**src/hw/gpio_mux_pkg.sv**
```systemverilog
// constants for the general purpose pin block with alternate functions
package gpio_mux_pkg;
    localparam int PIN_COUNT = 9;
    localparam int ADDR_W = 4;
    localparam int DATA_W = 32;
    // pin slots: slot 8 is pin 11
    localparam int SLOT_RST_B = 0;
    localparam int SLOT_RST_C = 1;
    localparam int SLOT_IRQ_A = 2;
    localparam int SLOT_IRQ_C = 4;
    localparam int SLOT_EVENT = 7;
    localparam int SLOT_RST_D = 8;
    localparam logic [8:0] ALT_CAPABLE = 9'h197;
    localparam logic [8:0] ALT_IS_OUT = 9'h183;
    // register offsets
    localparam logic [3:0] OFS_OUT_DATA = 4'h0;
    localparam logic [3:0] OFS_DIR = 4'h1;
    localparam logic [3:0] OFS_ALT_SEL = 4'h2;
    localparam logic [3:0] OFS_PIN_IN = 4'h3;
    localparam logic [3:0] OFS_IRQ_STAT = 4'h4;
    localparam logic [3:0] OFS_IRQ_MASK = 4'h5;
    localparam logic [3:0] OFS_FUNC_CTL = 4'h6;
    localparam logic [3:0] OFS_FUNC_STAT = 4'h7;
    // reset values
    localparam logic [8:0] OUT_DATA_RST = 9'h000;
    localparam logic [8:0] DIR_RST = 9'h000;
    localparam logic [8:0] ALT_SEL_RST = 9'h000;
    localparam logic [2:0] IRQ_MASK_RST = 3'h0;
    // func_ctl bits: port resets b,c,d asserted, event deasserted
    localparam int FC_RST_B = 0;
    localparam int FC_RST_C = 1;
    localparam int FC_RST_D = 2;
    localparam int FC_EVENT = 3;
    localparam logic [3:0] FUNC_CTL_RST = 4'h7;
    // irq status bits
    localparam int IS_EXP = 0;
    localparam int IS_PIN_A = 1;
    localparam int IS_PIN_C = 2;
endpackage

```
**src/hw/gpio_alternate_function_mux.sv**
```systemverilog
// general purpose pins with port reset, expander interrupt and event functions
// Overview of operation
// names ending low mean asserted at zero
// other signals are asserted when high
// nine bit pins: 0 to 7 and 11
// pin 0 alternate drives port b reset
// pin 1 alternate drives port c reset
// pin 11 alternate drives port d reset
// pin 2 alternate takes expander interrupt a
// pin 4 alternate takes expander interrupt c
// pin 7 alternate drives system event low
// port 0 upstream; downstream ports 2,4,6
// software picks each pin direction
// alternates set by software, management bus, eeprom
// expander interrupt requests hot-plug input read
// alternate function overrides software direction
// pins 3,5,6 offer plain bit only
`timescale 1ns/10ps
module gpio_alternate_function_mux (
    // clock and reset
    input wire logic ref_clk,
    input wire logic arst_n,
    // register port
    input wire logic [gpio_mux_pkg::ADDR_W-1:0] reg_addr,
    input wire logic [gpio_mux_pkg::DATA_W-1:0] reg_wdata,
    input wire logic reg_wr,
    input wire logic reg_rd,
    output logic [gpio_mux_pkg::DATA_W-1:0] reg_rdata,
    // alternate enables loaded by management bus or eeprom
    input wire logic cfg_alt_load,
    input wire logic [gpio_mux_pkg::PIN_COUNT-1:0] cfg_alt_sel,
    // switch-side functions
    input wire logic port_b_reset,
    input wire logic port_c_reset,
    input wire logic port_d_reset,
    input wire logic system_event,
    input wire logic hp_read_done,
    output logic hp_read_req,
    output logic irq,
    // pins; slot 8 is pin 11
    input wire logic [gpio_mux_pkg::PIN_COUNT-1:0] pin_in,
    output logic [gpio_mux_pkg::PIN_COUNT-1:0] pin_out,
    output logic [gpio_mux_pkg::PIN_COUNT-1:0] pin_oe_n
);
    typedef struct packed {
        logic [8:0] out_data;
        logic [8:0] dir;
        logic [8:0] alt_sel;
        logic [8:0] pin_in_q;
        logic [2:0] irq_stat;
        logic [2:0] irq_mask;
        logic [3:0] func_ctl;
        logic hp_req;
        logic [8:0] pin_out;
        logic [8:0] pin_oe_n;
        logic [31:0] rdata;
        logic irq;
    } state_t;

    state_t st_reg;
    state_t st_next;
    logic rst_n;
    // kept out of the state struct: it is reset by the raw pin, the struct by its copy
    logic [1:0] rst_sync_reg;

    // release of async reset through two flops
    always_ff @(posedge ref_clk or negedge arst_n) begin
        if (!arst_n) begin
            rst_sync_reg <= 2'h0;
        end else begin
            rst_sync_reg <= {rst_sync_reg[0], 1'b1};
        end
    end
    assign rst_n = rst_sync_reg[1];

    // zero-extend a nine-bit field to the bus width
    function automatic logic [31:0] ext9(input logic [8:0] v);
        ext9 = {23'h000000, v};
    endfunction

    logic [8:0] alt_drive;
    logic [8:0] eff_alt;
    logic irq_a_edge;
    logic irq_c_edge;

    always_comb begin
        eff_alt = st_reg.alt_sel & gpio_mux_pkg::ALT_CAPABLE;
        alt_drive = 9'h000;
        alt_drive[gpio_mux_pkg::SLOT_RST_B] = ~port_b_reset;
        alt_drive[gpio_mux_pkg::SLOT_RST_C] = ~port_c_reset;
        alt_drive[gpio_mux_pkg::SLOT_RST_D] = ~port_d_reset;
        alt_drive[gpio_mux_pkg::SLOT_EVENT] = ~system_event;
        // falling edge on expander line, alternate-selected pins only
        irq_a_edge = eff_alt[gpio_mux_pkg::SLOT_IRQ_A]
            & ~pin_in[gpio_mux_pkg::SLOT_IRQ_A]
            & st_reg.pin_in_q[gpio_mux_pkg::SLOT_IRQ_A];
        irq_c_edge = eff_alt[gpio_mux_pkg::SLOT_IRQ_C]
            & ~pin_in[gpio_mux_pkg::SLOT_IRQ_C]
            & st_reg.pin_in_q[gpio_mux_pkg::SLOT_IRQ_C];
    end

    always_comb begin
        st_next = st_reg;
        st_next.pin_in_q = pin_in;
        if (reg_wr) begin
            case (reg_addr)
                gpio_mux_pkg::OFS_OUT_DATA: st_next.out_data = reg_wdata[8:0];
                gpio_mux_pkg::OFS_DIR: st_next.dir = reg_wdata[8:0];
                gpio_mux_pkg::OFS_ALT_SEL: st_next.alt_sel = reg_wdata[8:0];
                gpio_mux_pkg::OFS_IRQ_STAT: st_next.irq_stat = st_reg.irq_stat & ~reg_wdata[2:0];
                gpio_mux_pkg::OFS_IRQ_MASK: st_next.irq_mask = reg_wdata[2:0];
                gpio_mux_pkg::OFS_FUNC_CTL: st_next.func_ctl = reg_wdata[3:0];
                default: st_next.alt_sel = st_next.alt_sel;
            endcase
        end
        // management bus or eeprom load wins over a same-cycle software write
        if (cfg_alt_load) begin
            st_next.alt_sel = cfg_alt_sel;
        end
        // expander interrupt asks for a read of all hot-plug inputs
        if (irq_a_edge || irq_c_edge) begin
            st_next.hp_req = 1'b1;
        end else if (hp_read_done) begin
            st_next.hp_req = 1'b0;
        end
        // set beats write-one-to-clear
        if (irq_a_edge || irq_c_edge) begin
            st_next.irq_stat[gpio_mux_pkg::IS_EXP] = 1'b1;
        end
        if (irq_a_edge) begin
            st_next.irq_stat[gpio_mux_pkg::IS_PIN_A] = 1'b1;
        end
        if (irq_c_edge) begin
            st_next.irq_stat[gpio_mux_pkg::IS_PIN_C] = 1'b1;
        end
        st_next.irq = |(st_next.irq_stat & st_next.irq_mask);
        // pin drive: alternate overrides software direction
        for (int i = 0; i < gpio_mux_pkg::PIN_COUNT; i++) begin
            if (eff_alt[i]) begin
                st_next.pin_oe_n[i] = ~gpio_mux_pkg::ALT_IS_OUT[i];
                st_next.pin_out[i] = gpio_mux_pkg::ALT_IS_OUT[i] & alt_drive[i];
            end else begin
                st_next.pin_oe_n[i] = ~st_reg.dir[i];
                st_next.pin_out[i] = st_reg.out_data[i];
            end
        end
        st_next.rdata = 32'h00000000;
        if (reg_rd) begin
            case (reg_addr)
                gpio_mux_pkg::OFS_OUT_DATA: st_next.rdata = ext9(st_reg.out_data);
                gpio_mux_pkg::OFS_DIR: st_next.rdata = ext9(st_reg.dir);
                gpio_mux_pkg::OFS_ALT_SEL: st_next.rdata = ext9(eff_alt);
                gpio_mux_pkg::OFS_PIN_IN: st_next.rdata = ext9(st_reg.pin_in_q);
                gpio_mux_pkg::OFS_IRQ_STAT: st_next.rdata = {29'h0, st_reg.irq_stat};
                gpio_mux_pkg::OFS_IRQ_MASK: st_next.rdata = {29'h0, st_reg.irq_mask};
                gpio_mux_pkg::OFS_FUNC_CTL: st_next.rdata = {28'h0, st_reg.func_ctl};
                gpio_mux_pkg::OFS_FUNC_STAT: st_next.rdata = {31'h0, st_reg.hp_req};
                default: st_next.rdata = 32'h00000000;
            endcase
        end
    end

    always_ff @(posedge ref_clk or negedge rst_n) begin
        if (!rst_n) begin
            st_reg.out_data <= gpio_mux_pkg::OUT_DATA_RST;
            st_reg.dir <= gpio_mux_pkg::DIR_RST;
            st_reg.alt_sel <= gpio_mux_pkg::ALT_SEL_RST;
            st_reg.pin_in_q <= 9'h1ff;
            st_reg.irq_stat <= 3'h0;
            st_reg.irq_mask <= gpio_mux_pkg::IRQ_MASK_RST;
            st_reg.func_ctl <= gpio_mux_pkg::FUNC_CTL_RST;
            st_reg.hp_req <= 1'b0;
            st_reg.pin_out <= 9'h000;
            st_reg.pin_oe_n <= 9'h1ff;
            st_reg.rdata <= 32'h00000000;
            st_reg.irq <= 1'b0;
        end else begin
            st_reg.out_data <= st_next.out_data;
            st_reg.dir <= st_next.dir;
            st_reg.alt_sel <= st_next.alt_sel;
            st_reg.pin_in_q <= st_next.pin_in_q;
            st_reg.irq_stat <= st_next.irq_stat;
            st_reg.irq_mask <= st_next.irq_mask;
            st_reg.func_ctl <= st_next.func_ctl;
            st_reg.hp_req <= st_next.hp_req;
            st_reg.pin_out <= st_next.pin_out;
            st_reg.pin_oe_n <= st_next.pin_oe_n;
            st_reg.rdata <= st_next.rdata;
            st_reg.irq <= st_next.irq;
        end
    end

    assign reg_rdata = st_reg.rdata;
    assign hp_read_req = st_reg.hp_req;
    assign irq = st_reg.irq;
    assign pin_out = st_reg.pin_out;
    assign pin_oe_n = st_reg.pin_oe_n;

    // assertions
    a_alt_dir_override: assert property (@(posedge ref_clk) disable iff (!rst_n)
        st_reg.alt_sel[gpio_mux_pkg::SLOT_IRQ_A] |=> pin_oe_n[gpio_mux_pkg::SLOT_IRQ_A])
        else $error("expander pin a driven while alternate selected");
    a_rst_b_drive: assert property (@(posedge ref_clk) disable iff (!rst_n)
        (st_reg.alt_sel[0] && port_b_reset) |=> (!pin_out[0] && !pin_oe_n[0]))
        else $error("port b reset not driven low");
    a_rst_c_drive: assert property (@(posedge ref_clk) disable iff (!rst_n)
        (st_reg.alt_sel[1] && !port_c_reset) |=> (pin_out[1] && !pin_oe_n[1]))
        else $error("port c reset not released high");
    a_rst_d_drive: assert property (@(posedge ref_clk) disable iff (!rst_n)
        (st_reg.alt_sel[8] && port_d_reset) |=> !pin_out[8])
        else $error("port d reset not driven low");
    a_event_drive: assert property (@(posedge ref_clk) disable iff (!rst_n)
        (st_reg.alt_sel[7] && system_event) |=> (!pin_out[7] && !pin_oe_n[7]))
        else $error("event pin not low");
    a_irq_a_req: assert property (@(posedge ref_clk) disable iff (!rst_n)
        irq_a_edge |=> (hp_read_req && st_reg.irq_stat[gpio_mux_pkg::IS_PIN_A]))
        else $error("expander a edge lost");
    a_irq_c_req: assert property (@(posedge ref_clk) disable iff (!rst_n)
        irq_c_edge |=> (hp_read_req && st_reg.irq_stat[gpio_mux_pkg::IS_PIN_C]))
        else $error("expander c edge lost");
    a_hp_hold: assert property (@(posedge ref_clk) disable iff (!rst_n)
        (hp_read_req && !hp_read_done) |=> hp_read_req)
        else $error("hot-plug read request dropped early");
    a_plain_only: assert property (@(posedge ref_clk) disable iff (!rst_n)
        (!st_reg.dir[3]) |=> pin_oe_n[3])
        else $error("plain pin 3 driven as output");
    a_dir_soft: assert property (@(posedge ref_clk) disable iff (!rst_n)
        (!st_reg.alt_sel[5] && st_reg.dir[5]) |=> (!pin_oe_n[5] && pin_out[5] == $past(st_reg.out_data[5])))
        else $error("software direction ignored");

    // status, interrupt, alternate select and read data bookkeeping
    a_irq_level: assert property (@(posedge ref_clk) disable iff (!rst_n)
        1'b1
        |-> (irq == |(st_reg.irq_stat & st_reg.irq_mask)))
        else $error("interrupt level disagrees with status and mask");

    a_stat_sticky: assert property (@(posedge ref_clk) disable iff (!rst_n)
        !reg_wr
        |=> ((st_reg.irq_stat & $past(st_reg.irq_stat)) == $past(st_reg.irq_stat)))
        else $error("status bit lost without a clear");

    a_hp_clear: assert property (@(posedge ref_clk) disable iff (!rst_n)
        (hp_read_done && !irq_a_edge && !irq_c_edge)
        |=> !hp_read_req)
        else $error("hot-plug read request not cleared");

    a_cfg_load: assert property (@(posedge ref_clk) disable iff (!rst_n)
        cfg_alt_load
        |=> (st_reg.alt_sel == $past(cfg_alt_sel)))
        else $error("loaded alternate select not taken");

    a_alt_read: assert property (@(posedge ref_clk) disable iff (!rst_n)
        (reg_rd && reg_addr == gpio_mux_pkg::OFS_ALT_SEL)
        |=> (reg_rdata[8:0] == ($past(st_reg.alt_sel) & gpio_mux_pkg::ALT_CAPABLE)))
        else $error("alternate select read shows incapable pins");

    a_func_stat_rd: assert property (@(posedge ref_clk) disable iff (!rst_n)
        (reg_rd && reg_addr == gpio_mux_pkg::OFS_FUNC_STAT)
        |=> (reg_rdata == {31'h0, $past(hp_read_req)}))
        else $error("function status read wrong");

    a_rdata_idle: assert property (@(posedge ref_clk) disable iff (!rst_n)
        !reg_rd
        |=> (reg_rdata == 32'h00000000))
        else $error("read data not zero outside a read");

    // pin direction and drive
    a_irq_c_dir: assert property (@(posedge ref_clk) disable iff (!rst_n)
        st_reg.alt_sel[gpio_mux_pkg::SLOT_IRQ_C]
        |=> pin_oe_n[gpio_mux_pkg::SLOT_IRQ_C])
        else $error("expander pin c driven while alternate selected");

    a_rst_d_dir: assert property (@(posedge ref_clk) disable iff (!rst_n)
        st_reg.alt_sel[gpio_mux_pkg::SLOT_RST_D]
        |=> !pin_oe_n[gpio_mux_pkg::SLOT_RST_D])
        else $error("port d reset pin not driven");

    a_rst_b_release: assert property (@(posedge ref_clk) disable iff (!rst_n)
        (st_reg.alt_sel[0] && !port_b_reset)
        |=> pin_out[0])
        else $error("port b reset not released high");

    a_rst_c_assert: assert property (@(posedge ref_clk) disable iff (!rst_n)
        (st_reg.alt_sel[1] && port_c_reset)
        |=> (!pin_out[1] && !pin_oe_n[1]))
        else $error("port c reset not driven low");

    a_event_release: assert property (@(posedge ref_clk) disable iff (!rst_n)
        (st_reg.alt_sel[7] && !system_event)
        |=> (pin_out[7] && !pin_oe_n[7]))
        else $error("event pin not released high");

    a_plain_six: assert property (@(posedge ref_clk) disable iff (!rst_n)
        (st_reg.alt_sel[6] && st_reg.dir[6])
        |=> !pin_oe_n[6])
        else $error("plain pin 6 taken by alternate select");

    c_irq_seen: cover property (@(posedge ref_clk) disable iff (!rst_n) irq_a_edge ##1 irq);
    c_port_reset: cover property (@(posedge ref_clk) disable iff (!rst_n)
        st_reg.alt_sel[0] && port_b_reset);
    c_hp_done: cover property (@(posedge ref_clk) disable iff (!rst_n) hp_read_req ##1 !hp_read_req);
    c_irq_c_edge: cover property (@(posedge ref_clk) disable iff (!rst_n)
        irq_c_edge ##1 hp_read_req);
endmodule // gpio_alternate_function_mux

```
**config.mk**
```make
export PLATFORM = sky130hd
export DESIGN_NAME = gpio_alternate_function_mux
export DESIGN_NICKNAME = d
export VERILOG_FILES = /design/src/hw/gpio_mux_pkg.sv /design/src/hw/gpio_alternate_function_mux.sv
export SDC_FILE = /design/constraint.sdc
export NUM_CORES = 1
export LEC_CHECK = 0
export ABC_AREA = 0
export BUFFER_PORTS_ARGS = -buffer_cell sky130_fd_sc_hd__buf_2
export CORE_ASPECT_RATIO = 0.7
export CORE_MARGIN = 1.5
export CORE_UTILIZATION = 56
export CTS_BUF_LIST = sky130_fd_sc_hd__clkbuf_2 sky130_fd_sc_hd__clkbuf_4 sky130_fd_sc_hd__clkbuf_8
export CTS_CLUSTER_SIZE = 8
export DETAILED_ROUTE_END_ITERATION = 10
export PLACE_DENSITY_LB_ADDON = 0.05
export SLEW_MARGIN = 25
export SYNTH_ARGS = -nofsm -noshare
export SYNTH_HDL_FRONTEND = slang
export SYNTH_SLANG_ARGS = --single-unit
```
**constraint.sdc**
```tcl
create_clock -name ref_clk -period 3.8 [get_ports ref_clk]
set_input_delay 0.19 -clock ref_clk [delete_from_list [all_inputs] [get_ports ref_clk]]
set_output_delay 0.19 -clock ref_clk [all_outputs]
set_load 0.02 [all_outputs]
```
==> results of run 1 <==
-- cells in the final DEF, fill, tap and decap left out, types with 2 or more instances in the layout --
| cell type | count |
|---|---|
| sky130_fd_sc_hd__mux2i_1 | 12 |
| sky130_fd_sc_hd__conb_1 | 24 |
| sky130_fd_sc_hd__nand3_2 | 2 |
| sky130_fd_sc_hd__o21ai_0 | 12 |
| sky130_fd_sc_hd__inv_1 | 7 |
| sky130_fd_sc_hd__clkinvlp_4 | 2 |
| sky130_fd_sc_hd__o2bb2ai_1 | 2 |
| sky130_fd_sc_hd__a22oi_1 | 4 |
| sky130_fd_sc_hd__clkbuf_8 | 10 |
| sky130_fd_sc_hd__a21oi_1 | 14 |
| sky130_fd_sc_hd__nand2_1 | 17 |
| sky130_fd_sc_hd__clkinv_2 | 2 |
| sky130_fd_sc_hd__or2_2 | 2 |
| sky130_fd_sc_hd__dlygate4sd3_1 | 14 |
| sky130_fd_sc_hd__nand2b_1 | 4 |
| sky130_fd_sc_hd__dfstp_2 | 21 |
| sky130_fd_sc_hd__mux2_2 | 25 |
| sky130_fd_sc_hd__nand3_1 | 6 |
| sky130_fd_sc_hd__nor2b_1 | 3 |
| sky130_fd_sc_hd__dfrtp_1 | 52 |
| sky130_fd_sc_hd__buf_2 | 66 |
| sky130_fd_sc_hd__nand3b_1 | 4 |
| sky130_fd_sc_hd__a31oi_1 | 2 |
| sky130_fd_sc_hd__nor2_1 | 15 |
-- worst max-delay path, stage by stage --
cell and delay (ns):
sky130_fd_sc_hd__buf_2 0.28, sky130_fd_sc_hd__nor2_1 0.52, sky130_fd_sc_hd__nand3_2 0.45, sky130_fd_sc_hd__mux2_2 0.40
-- stage by stage --
stage          worst slack, ns  instances  hold slack (ns)  util [%]
5_1_grt                   2.14        421           0.0249      66.3
3_3_place_gp              1.83        391          -0.0251      60.3
6_report                  2.18        421           0.0200      66.3
2_1_floorplan             1.62        306           -0.106         -
4_1_cts                   2.19        421          0.00845      66.2
3_5_place_dp              1.81        391          -0.0242      60.3
-- area by class of cell --
type	count	share of cell area, %
Timing Repair Buffer	81	12.5
Clock inverter	5	1.44
Tap cell	75	2.46
Inverter	7	0.689
Multi-Input combinational cell	168	29.7
Sequential cell	74	49.3
Clock buffer	11	3.80
-- cell usage after synthesis (2+ instances only) --
| master | number |
|---|---|
| sky130_fd_sc_hd__nand2b_1 | 4 |
| sky130_fd_sc_hd__nand3_1 | 6 |
| sky130_fd_sc_hd__o2bb2ai_1 | 2 |
| sky130_fd_sc_hd__a22oi_1 | 4 |
| sky130_fd_sc_hd__mux2i_1 | 12 |
| sky130_fd_sc_hd__buf_2 | 3 |
| sky130_fd_sc_hd__nand2_1 | 17 |
| sky130_fd_sc_hd__dfrtp_1 | 53 |
| sky130_fd_sc_hd__inv_1 | 7 |
| sky130_fd_sc_hd__nand3b_1 | 4 |
| sky130_fd_sc_hd__buf_4 | 52 |
| sky130_fd_sc_hd__a21oi_1 | 14 |
| sky130_fd_sc_hd__a31oi_1 | 2 |
| sky130_fd_sc_hd__o21ai_0 | 12 |
| sky130_fd_sc_hd__buf_1 | 2 |
| sky130_fd_sc_hd__nor2b_1 | 3 |
| sky130_fd_sc_hd__conb_1 | 2 |
| sky130_fd_sc_hd__mux2_2 | 25 |
| sky130_fd_sc_hd__nor2_1 | 15 |
| sky130_fd_sc_hd__nand3_2 | 2 |
| sky130_fd_sc_hd__dfstp_2 | 21 |
| sky130_fd_sc_hd__or2_2 | 2 |
-- final timing paths --
check	from	to	slack (ns)	depth (start not counted)
worst max register to register	st_reg[53]	reg_rdata[1]	2.54	4
worst max-delay path	reg_addr[0]	st_reg[96]	2.18	4
worst min register to register	rst_sync_reg[1]	st_reg[56]	0.34	0
worst min-delay path	hp_read_done	hp_read_req	0.02	2
max in group asynchronous	rst_sync_reg[1]	pin_oe_n[4]	2.65	1
min in group asynchronous	arst_n	rst_sync_reg[1]	0.16	2
-- logic make-up after synthesis --
logic type | after synthesis
other | 2
and+or+nand+nor | 63
buffers and inverters | 64
DFF | 74
AOI/OAI and AO/OA | 42
muxes | 39
-- repair_timing --
item,4_1_cts,5_1_grt
setup endpoints to repair,0,0
hold buffers,14,0
endpoints found under the hold margin,15,0
-- per-layer routing --
layer / part of all wire [%] / track usage (%)
met5: 0 / 0
met4: 1.4 / 10.1
met1: 49 / 30.3
met2: 44 / 30.8
met3: 5.6 / 6.89
-- power by group through the flow --
stage / registers [mW] / clock network, mW / logic [mW]
6_report: 1.00 / 0.611 / 0.343
5_1_grt: 1.02 / 0.662 / 0.378
4_1_cts: 1.00 / 0.626 / 0.346
3_5_place_dp: 1.02 / 0 / 0.333
3_3_place_gp: 1.02 / 0 / 0.327
2_1_floorplan: 1.01 / 0 / 0.301
==> summary.md, run 1 <==
| Metric | Value |
|---|---|
| Max IR drop VDD | `308 uV` |
| Starting density of the core | `58.5%` |
| Vias | `2101` |
| Net load switching power | `549 uW` |
| Combined global-route utilization of all metal layers | `21.7%` |
| Layout Skew | `0.00826 ns` |
| Clk_lat worst skew | `0.35 ns` |
| Setup repair after global routing missed its margin | `false` |
| Root buffer selected by CTS | `sky130_fd_sc_hd__clkbuf_8` |
| Aggregate routed wire length | `6.40 mm` |
| Maximum number of pins on one net before global-route repair | `50` |
| Clock sink total | `74` |
| Share of the yosys chip area belonging to registers | `55.7%` |
| Flip-flop count of the largest register, all copies and words added | `34` |
| Startpoint-to-endpoint class of the critical path | `primary input to register` |
| Sequential share of power | `51.3%` |
| Half-perimeter wire length of the detailed placement result | `4.27 mm` |
| Max-capacitance violation count | `0` |
| Final weighted congestion in routability-driven placement | `0.793` |
| Data arrival time of the worst path | `1.85 ns` |
| Required @ worst endpoint | `4.03 ns` |
| Gate count of the mapped netlist | `284` |
| Netlist area before placement | `0.00337 mm^2` |
| Worst slew pin tran | `0.601 ns` |
| Fraction of power consumed by combinational cells | `17.5%` |
| Total of cells resized after clock tree synthesis | `0` |
| Final routed DRC violation total | `0` |
| Clock share of power | `31.2%` |
| Area taken by flip-flops and latches | `0.00188 mm^2` |
| Count of endpoints failing setup in the final report | `0` |
| Number of warnings issued by yosys | `0` |
| Drt initial violations | `92` |
| Via count of the first global-routing pass | `1984` |
| Post-synth EDFFs | `0` |
| Layout Cell Area excl Fill | `0.00381 mm^2` |
| Wirelength per Cell | `15.2 um` |
| Top flip-flop cell by instance count after synthesis | `sky130_fd_sc_hd__dfrtp_1` |
| Share of the clock period used by the worst path after layout | `42.6%` |
| Simple-gate share of the synthesized area | `10.4%` |
| Die Ht | `67.9 um` |
| Via/cell ratio | `4.99` |
| Leakage power of the design | `1.83 nW` |
| CP Launch Type | `primary input` |
| H-tree depth | `3` |
| Share of flip-flops with an asynchronous set or reset | `100%` |
| Xor and xnor area share after synthesis | `0%` |
| Cell internal power dissipation | `1.41 mW` |
| Die width | `95.7 um` |
| Number of unique standard cell types used by synthesis | `42` |
| Count of filler cells inserted in the layout | `442` |
| Post-route antenna net violation count | `0` |
| Post-CTS setup-driven buffer insertion count | `0` |
| Layout cells sized above 1 | `40.8%` |
| Number of placed I/O pins | `116` |
| Fmax | `617 MHz` |
| Total global routing overflow | `0` |
| Relative max-transition margin | `59.9%` |
| Compound-cell area share of the yosys netlist | `7.58%` |
| Average cell area after synthesis | `11.9 um^2` |
| Hold Violations, Final | `0` |
| Layout net count | `405` |
| Classification of the worst-slack hold path | `primary input to register` |
| Type of element capturing the critical path | `register` |
| TritonCTS clock tree | `done` |
| Post-synth top area share | `39.4%` |
| Max Root-Sink Buffers | `2` |
| First-pass GRT wire length | `9.95 mm` |
| Count of antenna diodes in the layout | `0` |
| Port bufs | `66` |
| Number of detailed-route iterations in the first pass | `4` |
| Floorplan row count | `23` |
| Core ar. | `0.00576 mm^2` |
| Mux cell area share after synthesis | `13.0%` |
| Relative area change from synthesis to final layout | `13.2%` |
| Cell type with the highest aggregate area in the netlist | `sky130_fd_sc_hd__dfrtp_1` |
| Pins Over Slew Limit | `0` |
| Area of placed instances | `0.00347 mm^2` |
| Yosys reg bits | `74` |
| Outcome | `completed` |
| Initial antenna violation count | `0` |
| Synth area leaders | `sky130_fd_sc_hd__dfrtp_1 39%, sky130_fd_sc_hd__dfstp_2 16%, sky130_fd_sc_hd__buf_4 12%` |
| Clock transition time at the flip-flop clock pins of the worst setup and hold paths | `0.07 ns` |
| Total power | `1.96 mW` |
| Critical path fanouts, max | `24` |
| Footprint of the multi-input gates | `0.00113 mm^2` |
| Total power density per cell area | `513 mW/mm^2` |
| Main combinational cell family by area after synthesis | `buffers and inverters` |
| Switching Fraction | `28.1%` |
| Post-route setup TNS | `0 ns` |
| Adder-cell area share of the yosys netlist | `0%` |
| Die area | `0.00650 mm^2` |
| Min Tclk post-route | `1.62 ns` |
| Number of clock buffers inserted by TritonCTS | `9` |
No activity file was read; power rests on OpenSTA's default activity.
==> inputs of run 2 (changes only) <==
- ABC_AREA: 0 -> 1
- CORE_UTILIZATION: 56 -> 47
- clock period: 3.8 -> 1.4 ns (I/O delays scaled with it)
==> run 2 against run 1 <==
Synthesized cell count is 34% higher. Count of clock-buffer cells in the layout is 1 lower. Critical path depth is 5 higher. Largest power group unchanged. Highest routed layer unchanged. Critical endpoint is now eff_alt[4].
==> summary.md, run 2 <==
| Metric | Value |
|---|---|
| Critical path fanouts, max | `7 (-71%)` |
| Instance count after placement with tap cells included | `515 (+32%)` |
| Fmax | `766 MHz` |
| Total global routing overflow | `0 (unchanged)` |
| Number of detailed-route iterations in the first pass | `4 (unchanged)` |
| Share of the clock period used by the worst path after layout | `93.3%` |
| Pins Over Slew Limit | `0 (unchanged)` |
| Cell types with the highest counts after synthesis | `95 x sky130_fd_sc_hd__nand2_1, 53 x sky130_fd_sc_hd__dfrtp_1, 51 x sky130_fd_sc_hd__buf_4, 36 x sky130_fd_sc_hd__inv_1, 34 x sky130_fd_sc_hd__nand3_1` |
| First-pass GRT wire length | `11.8 mm (+19%)` |
| Post-synth EDFFs | `0 (unchanged)` |
| Classification of the worst-slack hold path | `primary input to register` |
| Outcome | `completed` |
| Area of placed instances | `0.00364 mm^2 (+4.9%)` |
| Number of warnings issued by yosys | `0 (unchanged)` |
| Floorplan row count | `25 (+8.7%)` |
| Cell type with the highest aggregate area in the netlist | `sky130_fd_sc_hd__dfrtp_1` |
| H-tree depth | `3 (unchanged)` |
| Total power density per cell area | `1280 mW/mm^2 (+150%)` |
| Via count of the first global-routing pass | `2455 (+24%)` |
| Share of the yosys chip area belonging to registers | `54.2% (-1.5 points)` |
| Max-capacitance violation count | `0 (unchanged)` |
| Clk_lat worst skew | `0.34 ns (about the same)` |
| Half-perimeter wire length of the detailed placement result | `5.18 mm (+21%)` |
| Min Tclk post-route | `1.31 ns` |
| Max IR drop VDD | `664 uV (+120%)` |
| Count of antenna diodes in the layout | `0 (unchanged)` |
| Die width | `106 um (+10%)` |
| Share of flip-flops with an asynchronous set or reset | `100% (unchanged)` |
| Average cell area after synthesis | `9.09 um^2 (-23%)` |
| Synth area leaders | `sky130_fd_sc_hd__dfrtp_1 38%, sky130_fd_sc_hd__dfstp_2 16%, sky130_fd_sc_hd__buf_4 11%` |
| Leakage power of the design | `2.14 nW (+17%)` |
| Netlist area before placement | `0.00346 mm^2 (+2.7%)` |
| Type of element capturing the critical path | `register` |
| Most common cell after layout, fill and taps aside | `sky130_fd_sc_hd__nand2_1` |
| Vias | `2566 (+22%)` |
| Starting density of the core | `49.9% (-8.7 points)` |
| Combined global-route utilization of all metal layers | `20.3% (-1.4 points)` |
| Max Root-Sink Buffers | `2 (unchanged)` |
| Data arrival time of the worst path | `1.53 ns (-0.32 ns)` |
| Clock sink total | `74 (unchanged)` |
| Fraction of power consumed by combinational cells | `18.0% (+0.5 points)` |
| Number of clock buffers inserted by TritonCTS | `9 (unchanged)` |
| Yosys reg bits | `74 (unchanged)` |
| Setup repair after global routing missed its margin | `false` |
| Initial antenna violation count | `0 (unchanged)` |
| Layout Cell Area excl Fill | `0.00409 mm^2 (+7.2%)` |
| Switching Fraction | `29.8% (+1.8 points)` |
| Finished Layout Cells | `555 (+32%)` |
| Layout Skew | `0.00707 ns (-0.00119 ns)` |
| Worst slack at placement | `0.161 ns (-1.65 ns)` |
| Final weighted congestion in routability-driven placement | `0.896 (+13%)` |
| Most frequent cells in the layout | `95 x sky130_fd_sc_hd__nand2_1, 66 x sky130_fd_sc_hd__buf_2, 52 x sky130_fd_sc_hd__dfrtp_1` |
| Maximum number of pins on one net before global-route repair | `73 (+46%)` |
| Number of placed I/O pins | `116 (unchanged)` |
| Die Ht | `74.8 um (+10%)` |
| Net load switching power | `1.57 mW (+190%)` |
| Port bufs | `66 (unchanged)` |
| Layout net count | `520 (+28%)` |
| Wirelength per Cell | `13.3 um (-13%)` |
| Final routed DRC violation total | `0 (unchanged)` |
| Clock share of power | `31.2% (about the same)` |
| Die area | `0.00790 mm^2 (+22%)` |
| Post-route antenna net violation count | `0 (unchanged)` |
| TritonCTS clock tree | `done` |
| Sequential share of power | `50.8% (-0.5 points)` |
| Layout cells sized above 1 | `31.2% (-9.5 points)` |
| Count of filler cells inserted in the layout | `646 (+46%)` |
| Gate count of the mapped netlist | `381 (+34%)` |
| Count of endpoints failing setup in the final report | `0 (unchanged)` |
| Startpoint-to-endpoint class of the critical path | `primary input to register` |
| Flip-flop count of the largest register, all copies and words added | `34 (unchanged)` |
| Top flip-flop cell by instance count after synthesis | `sky130_fd_sc_hd__dfrtp_1` |
| Post-route setup TNS | `0 ns (unchanged)` |
| Relative area change from synthesis to final layout | `18.2%` |
| Final critical-path setup slack | `0.0941 ns (-2.09 ns)` |
| Clock transition time at the flip-flop clock pins of the worst setup and hold paths | `0.07 ns (about the same)` |
| Number of unique standard cell types used by synthesis | `20 (-52%)` |
| Required @ worst endpoint | `1.63 ns (-2.40 ns)` |
| Most frequently used cell type in the post-synthesis netlist | `sky130_fd_sc_hd__nand2_1` |
| Core ar. | `0.00694 mm^2 (+21%)` |
| Cell internal power dissipation | `3.68 mW (+160%)` |
| Via/cell ratio | `4.62 (-7.4%)` |
| Drt initial violations | `144 (+57%)` |
| CP Launch Type | `primary input` |
| Aggregate routed wire length | `7.36 mm (+15%)` |
| Root buffer selected by CTS | `sky130_fd_sc_hd__clkbuf_8` |
| Final-layout worst hold slack | `0.0175 ns (-0.00241 ns)` |
| Hold Violations, Final | `0 (unchanged)` |
| Post-synth top area share | `38.3% (-1.1 points)` |
[run 2: critical path, stage by stage]
cell and delay, ns:
sky130_fd_sc_hd__buf_2 0.13, sky130_fd_sc_hd__inv_1 0.09, sky130_fd_sc_hd__nor2_4 0.13, sky130_fd_sc_hd__nand2_2 0.13
sky130_fd_sc_hd__nor2_4 0.18, sky130_fd_sc_hd__nor2_2 0.11, sky130_fd_sc_hd__nand2_1 0.07, sky130_fd_sc_hd__nand3_1 0.06
sky130_fd_sc_hd__dlygate4sd3_1 0.55
[run 2: cells by family after synthesis]
logic type      after synthesis  share of synthesized area [%]
compound gates               39                           7.73
buf+inv                      93                           16.2
simple gates                173                           21.6
flops                        74                           54.2
other cells                   2                          0.217
[run 2: final cells by class]
| type | instances | area [um^2] | area share [%] |
|---|---|---|---|
| sequential | 74 | 1880 | 45.9 |
| timing repair buffer | 97 | 636 | 15.5 |
| multi-input combinational | 236 | 1120 | 27.3 |
| clock buffer | 10 | 131 | 3.21 |
| inverter | 38 | 145 | 3.55 |
| tap | 94 | 118 | 2.87 |
| clock inverter | 6 | 66.3 | 1.62 |
[run 2: per-layer routing]
layer,track usage [%],vias to the layer above,share of wire (%)
li1,-,1272,-
met1,27.7,1185,46
met2,30.0,95,44
met3,6.23,14,7.6
met4,9.61,0,1.7
met5,0,-,0
[run 2: path summary, 6_finish.rpt]
check,from,depth (start not counted),slack [ns],end
max in group asynchronous,rst_sync_reg[1],1,0.78,st_reg[64]
worst max register to register,st_reg[66],6,0.16,irq
worst max-delay path,reg_addr[1],9,0.09,eff_alt[4]
worst min-delay path,reg_wdata[7],3,0.02,eff_alt[7]
worst min register to register,rst_sync_reg[1],1,0.29,st_reg[86]
min in group asynchronous,arst_n,2,0.05,rst_sync_reg[1]
[run 2: power groups by stage]
stage	clock network, mW	registers (mW)	logic (mW)
finish	1.64	2.67	0.947
global route	1.79	2.70	1.06
CTS	1.69	2.67	0.951
detailed placement	0	2.70	0.895
global placement	0	2.70	0.882
floorplan	0	2.70	0.758
[run 2: timing repair]
| action | CTS | global route |
|---|---|---|
| setup buffers | 0 | 0 |
| resized for setup | 0 | 2 |
| endpoints found under the hold margin | 26 | 0 |
| hold buffers | 24 | 0 |
| setup endpoints to repair | 0 | 1 |
[run 2: metrics by stage]
step | power [mW] | utilization (%)
5_1_grt | 5.54 | 58.9
3_5_place_dp | 3.60 | 52.5
4_1_cts | 5.31 | 58.8
2_1_floorplan | 3.46 | -
6_report | 5.25 | 58.9
3_3_place_gp | 3.58 | 52.5
==> inputs of run 3 (changes only) <==
- REMOVE_ABC_BUFFERS: not set -> 1
==> run 3 against run 2 <==
Maximum frequency is 6.1% higher. Combinational power is 0.4% higher. Largest cell class unchanged. Non-clock buffer count is 3 higher. Critical endpoint is now irq.
==> summary.md, run 3 (same netlist as run 2, synthesis figures left out) <==
| Metric | Value |
|---|---|
| Outcome | `completed` |
| Die area | `0.00790 mm^2 (unchanged)` |
| Layout cells sized above 1 | `31.5% (+0.23 points)` |
| Required @ worst endpoint | `1.70 ns (+0.07 ns)` |
| Count of endpoints failing setup in the final report | `0 (unchanged)` |
| Leakage power of the design | `2.19 nW (+2.6%)` |
| Most common cell after layout, fill and taps aside | `sky130_fd_sc_hd__nand2_1` |
| Layout net count | `523 (+0.58%)` |
| CP Launch Type | `register` |
| Layout Skew | `0.0102 ns (+0.00310 ns)` |
| Final-layout worst hold slack | `0.00836 ns (-0.00918 ns)` |
| Wirelength per Cell | `13.1 um (-1.1%)` |
| Data arrival time of the worst path | `1.53 ns (about the same)` |
| Max IR drop VDD | `667 uV (+0.41%)` |
| Pins Over Slew Limit | `0 (unchanged)` |
| Vias | `2535 (-1.2%)` |
| Type of element capturing the critical path | `register` |
| TritonCTS clock tree | `done` |
| Maximum number of pins on one net before global-route repair | `61 (-16%)` |
| Via/cell ratio | `4.54 (-1.7%)` |
| Total global routing overflow | `0 (unchanged)` |
| Number of placed I/O pins | `116 (unchanged)` |
| Post-route antenna net violation count | `0 (unchanged)` |
| Post-route setup TNS | `0 ns (unchanged)` |
| Count of antenna diodes in the layout | `0 (unchanged)` |
| Classification of the worst-slack hold path | `primary input to register` |
| Drt initial violations | `130 (-9.7%)` |
| Max Root-Sink Buffers | `2 (unchanged)` |
| Core ar. | `0.00694 mm^2 (unchanged)` |
| Aggregate routed wire length | `7.33 mm (-0.52%)` |
| Final weighted congestion in routability-driven placement | `0.853 (-4.8%)` |
| Worst slack at placement | `0.138 ns (-0.0227 ns)` |
| Number of clock buffers inserted by TritonCTS | `9 (unchanged)` |
| Clk_lat worst skew | `0.36 ns (+0.02 ns)` |
| Hold Violations, Final | `0 (unchanged)` |
| Relative area change from synthesis to final layout | `20.7%` |
| Startpoint-to-endpoint class of the critical path | `register to register` |
| Half-perimeter wire length of the detailed placement result | `5.06 mm (-2.3%)` |
| Flip-flop count of the largest register, all copies and words added | `34 (unchanged)` |
| Port bufs | `66 (unchanged)` |
| Setup repair after global routing missed its margin | `false` |
| Final routed DRC violation total | `0 (unchanged)` |
| Critical path fanouts, max | `2 (-5)` |
| Combined global-route utilization of all metal layers | `20.3% (+0.082 points)` |
| Initial antenna violation count | `0 (unchanged)` |
| Max-capacitance violation count | `0 (unchanged)` |
| Area of placed instances | `0.00366 mm^2 (+0.41%)` |
| Min Tclk post-route | `1.23 ns (-0.0754 ns)` |
| H-tree depth | `3 (unchanged)` |
| Clock sink total | `74 (unchanged)` |
| Area taken by flip-flops and latches | `0.00188 mm^2 (unchanged)` |
| Share of the clock period used by the worst path after layout | `87.9% (-5.4 points)` |
| Clock transition time at the flip-flop clock pins of the worst setup and hold paths | `0.07 ns (about the same)` |
| Fmax | `813 MHz (+6.1%)` |
| First-pass GRT wire length | `11.9 mm (+0.41%)` |
| Floorplan row count | `25 (unchanged)` |
| Total power density per cell area | `1390 mW/mm^2 (+8.5%)` |
| Root buffer selected by CTS | `sky130_fd_sc_hd__clkbuf_8` |
| Starting density of the core | `49.9% (unchanged)` |
| Final critical-path setup slack | `0.169 ns (+0.0754 ns)` |
| Via count of the first global-routing pass | `2399 (-2.3%)` |
| Total of cells resized after clock tree synthesis | `0 (unchanged)` |
| Layout Cell Area excl Fill | `0.00418 mm^2 (+2.1%)` |
| Most frequent cells in the layout | `95 x sky130_fd_sc_hd__nand2_1, 66 x sky130_fd_sc_hd__buf_2, 52 x sky130_fd_sc_hd__dfrtp_1` |
| Die width | `106 um (unchanged)` |
| Footprint of the multi-input gates | `0.00111 mm^2 (-0.90%)` |
| Number of detailed-route iterations in the first pass | `4 (unchanged)` |
| Count of filler cells inserted in the layout | `646 (unchanged)` |
| Die Ht | `74.8 um (unchanged)` |
[run 3: cell types whose count changed in the layout (fill, tap and decap cells not counted)]
cell,change
sky130_fd_sc_hd__clkbuf_8,+1
sky130_fd_sc_hd__nor2_4,-2
sky130_fd_sc_hd__dlygate4sd3_1,+1
sky130_fd_sc_hd__buf_4,+2
sky130_fd_sc_hd__bufinv_16,+3
sky130_fd_sc_hd__inv_6,-1
sky130_fd_sc_hd__clkinvlp_4,-3
sky130_fd_sc_hd__nor2_2,+2
[run 3: area by class of cell]
class	count	area share, %
Clock buffer	11	3.47
Sequential cell	74	45.0
Inverter	38	3.47
Multi-Input combinational cell	236	26.5
Tap cell	94	2.81
Timing Repair Buffer	100	15.8
Clock inverter	5	2.99
[run 3: per-layer routing]
layer	vias to the layer above	wire [um]	GRT usage, %
li1	1276	-	-
met1	1155	3640	28.8
met2	90	3080	29.7
met3	14	481	5.97
met4	0	127	8.26
met5	-	0	0
[run 3: report_power, final]
group	switching [mW]	internal, mW	total (mW)
sequential	0.165	2.50	2.66
clock	0.780	1.43	2.21
combinational	0.603	0.349	0.951
total	1.55	4.27	5.82
[run 3: timing repair]
action,CTS,global route
endpoints found under the hold margin,30,0
hold buffers,25,0
buffers inserted,0,0
[run 3: through the flow]
step	power, mW	std cells	util (%)
after CTS	5.88	558	60.2
after floorplan	3.26	348	-
after detailed placement	3.60	517	52.7
after global placement	3.58	517	52.7
after global routing	6.12	558	60.2
final	5.82	558	60.2
[run 3: path summary, 6_finish.rpt]
check / startpoint / end / slack [ns] / depth (start not counted)
max: st_reg[66] / irq / 0.17 / 6
min: reg_wdata[3] / st_reg[83] / 0.008 / 3
max reg2reg: st_reg[66] / irq / 0.17 / 6
min reg2reg: rst_sync_reg[1] / pin_out[5] / 0.23 / 1
max in group asynchronous: rst_sync_reg[1] / pin_oe_n[7] / 0.79 / 1
min in group asynchronous: arst_n / rst_sync_reg[1] / 0.02 / 2
[run 3: critical path: stages (launching register included)]
cell and delay (ns):
sky130_fd_sc_hd__dfstp_2 0.53, sky130_fd_sc_hd__nand2_1 0.05, sky130_fd_sc_hd__nor2_1 0.19, sky130_fd_sc_hd__nor2_1 0.12
sky130_fd_sc_hd__nand2_1 0.11, sky130_fd_sc_hd__nand2_1 0.09, sky130_fd_sc_hd__nand3_1 0.09
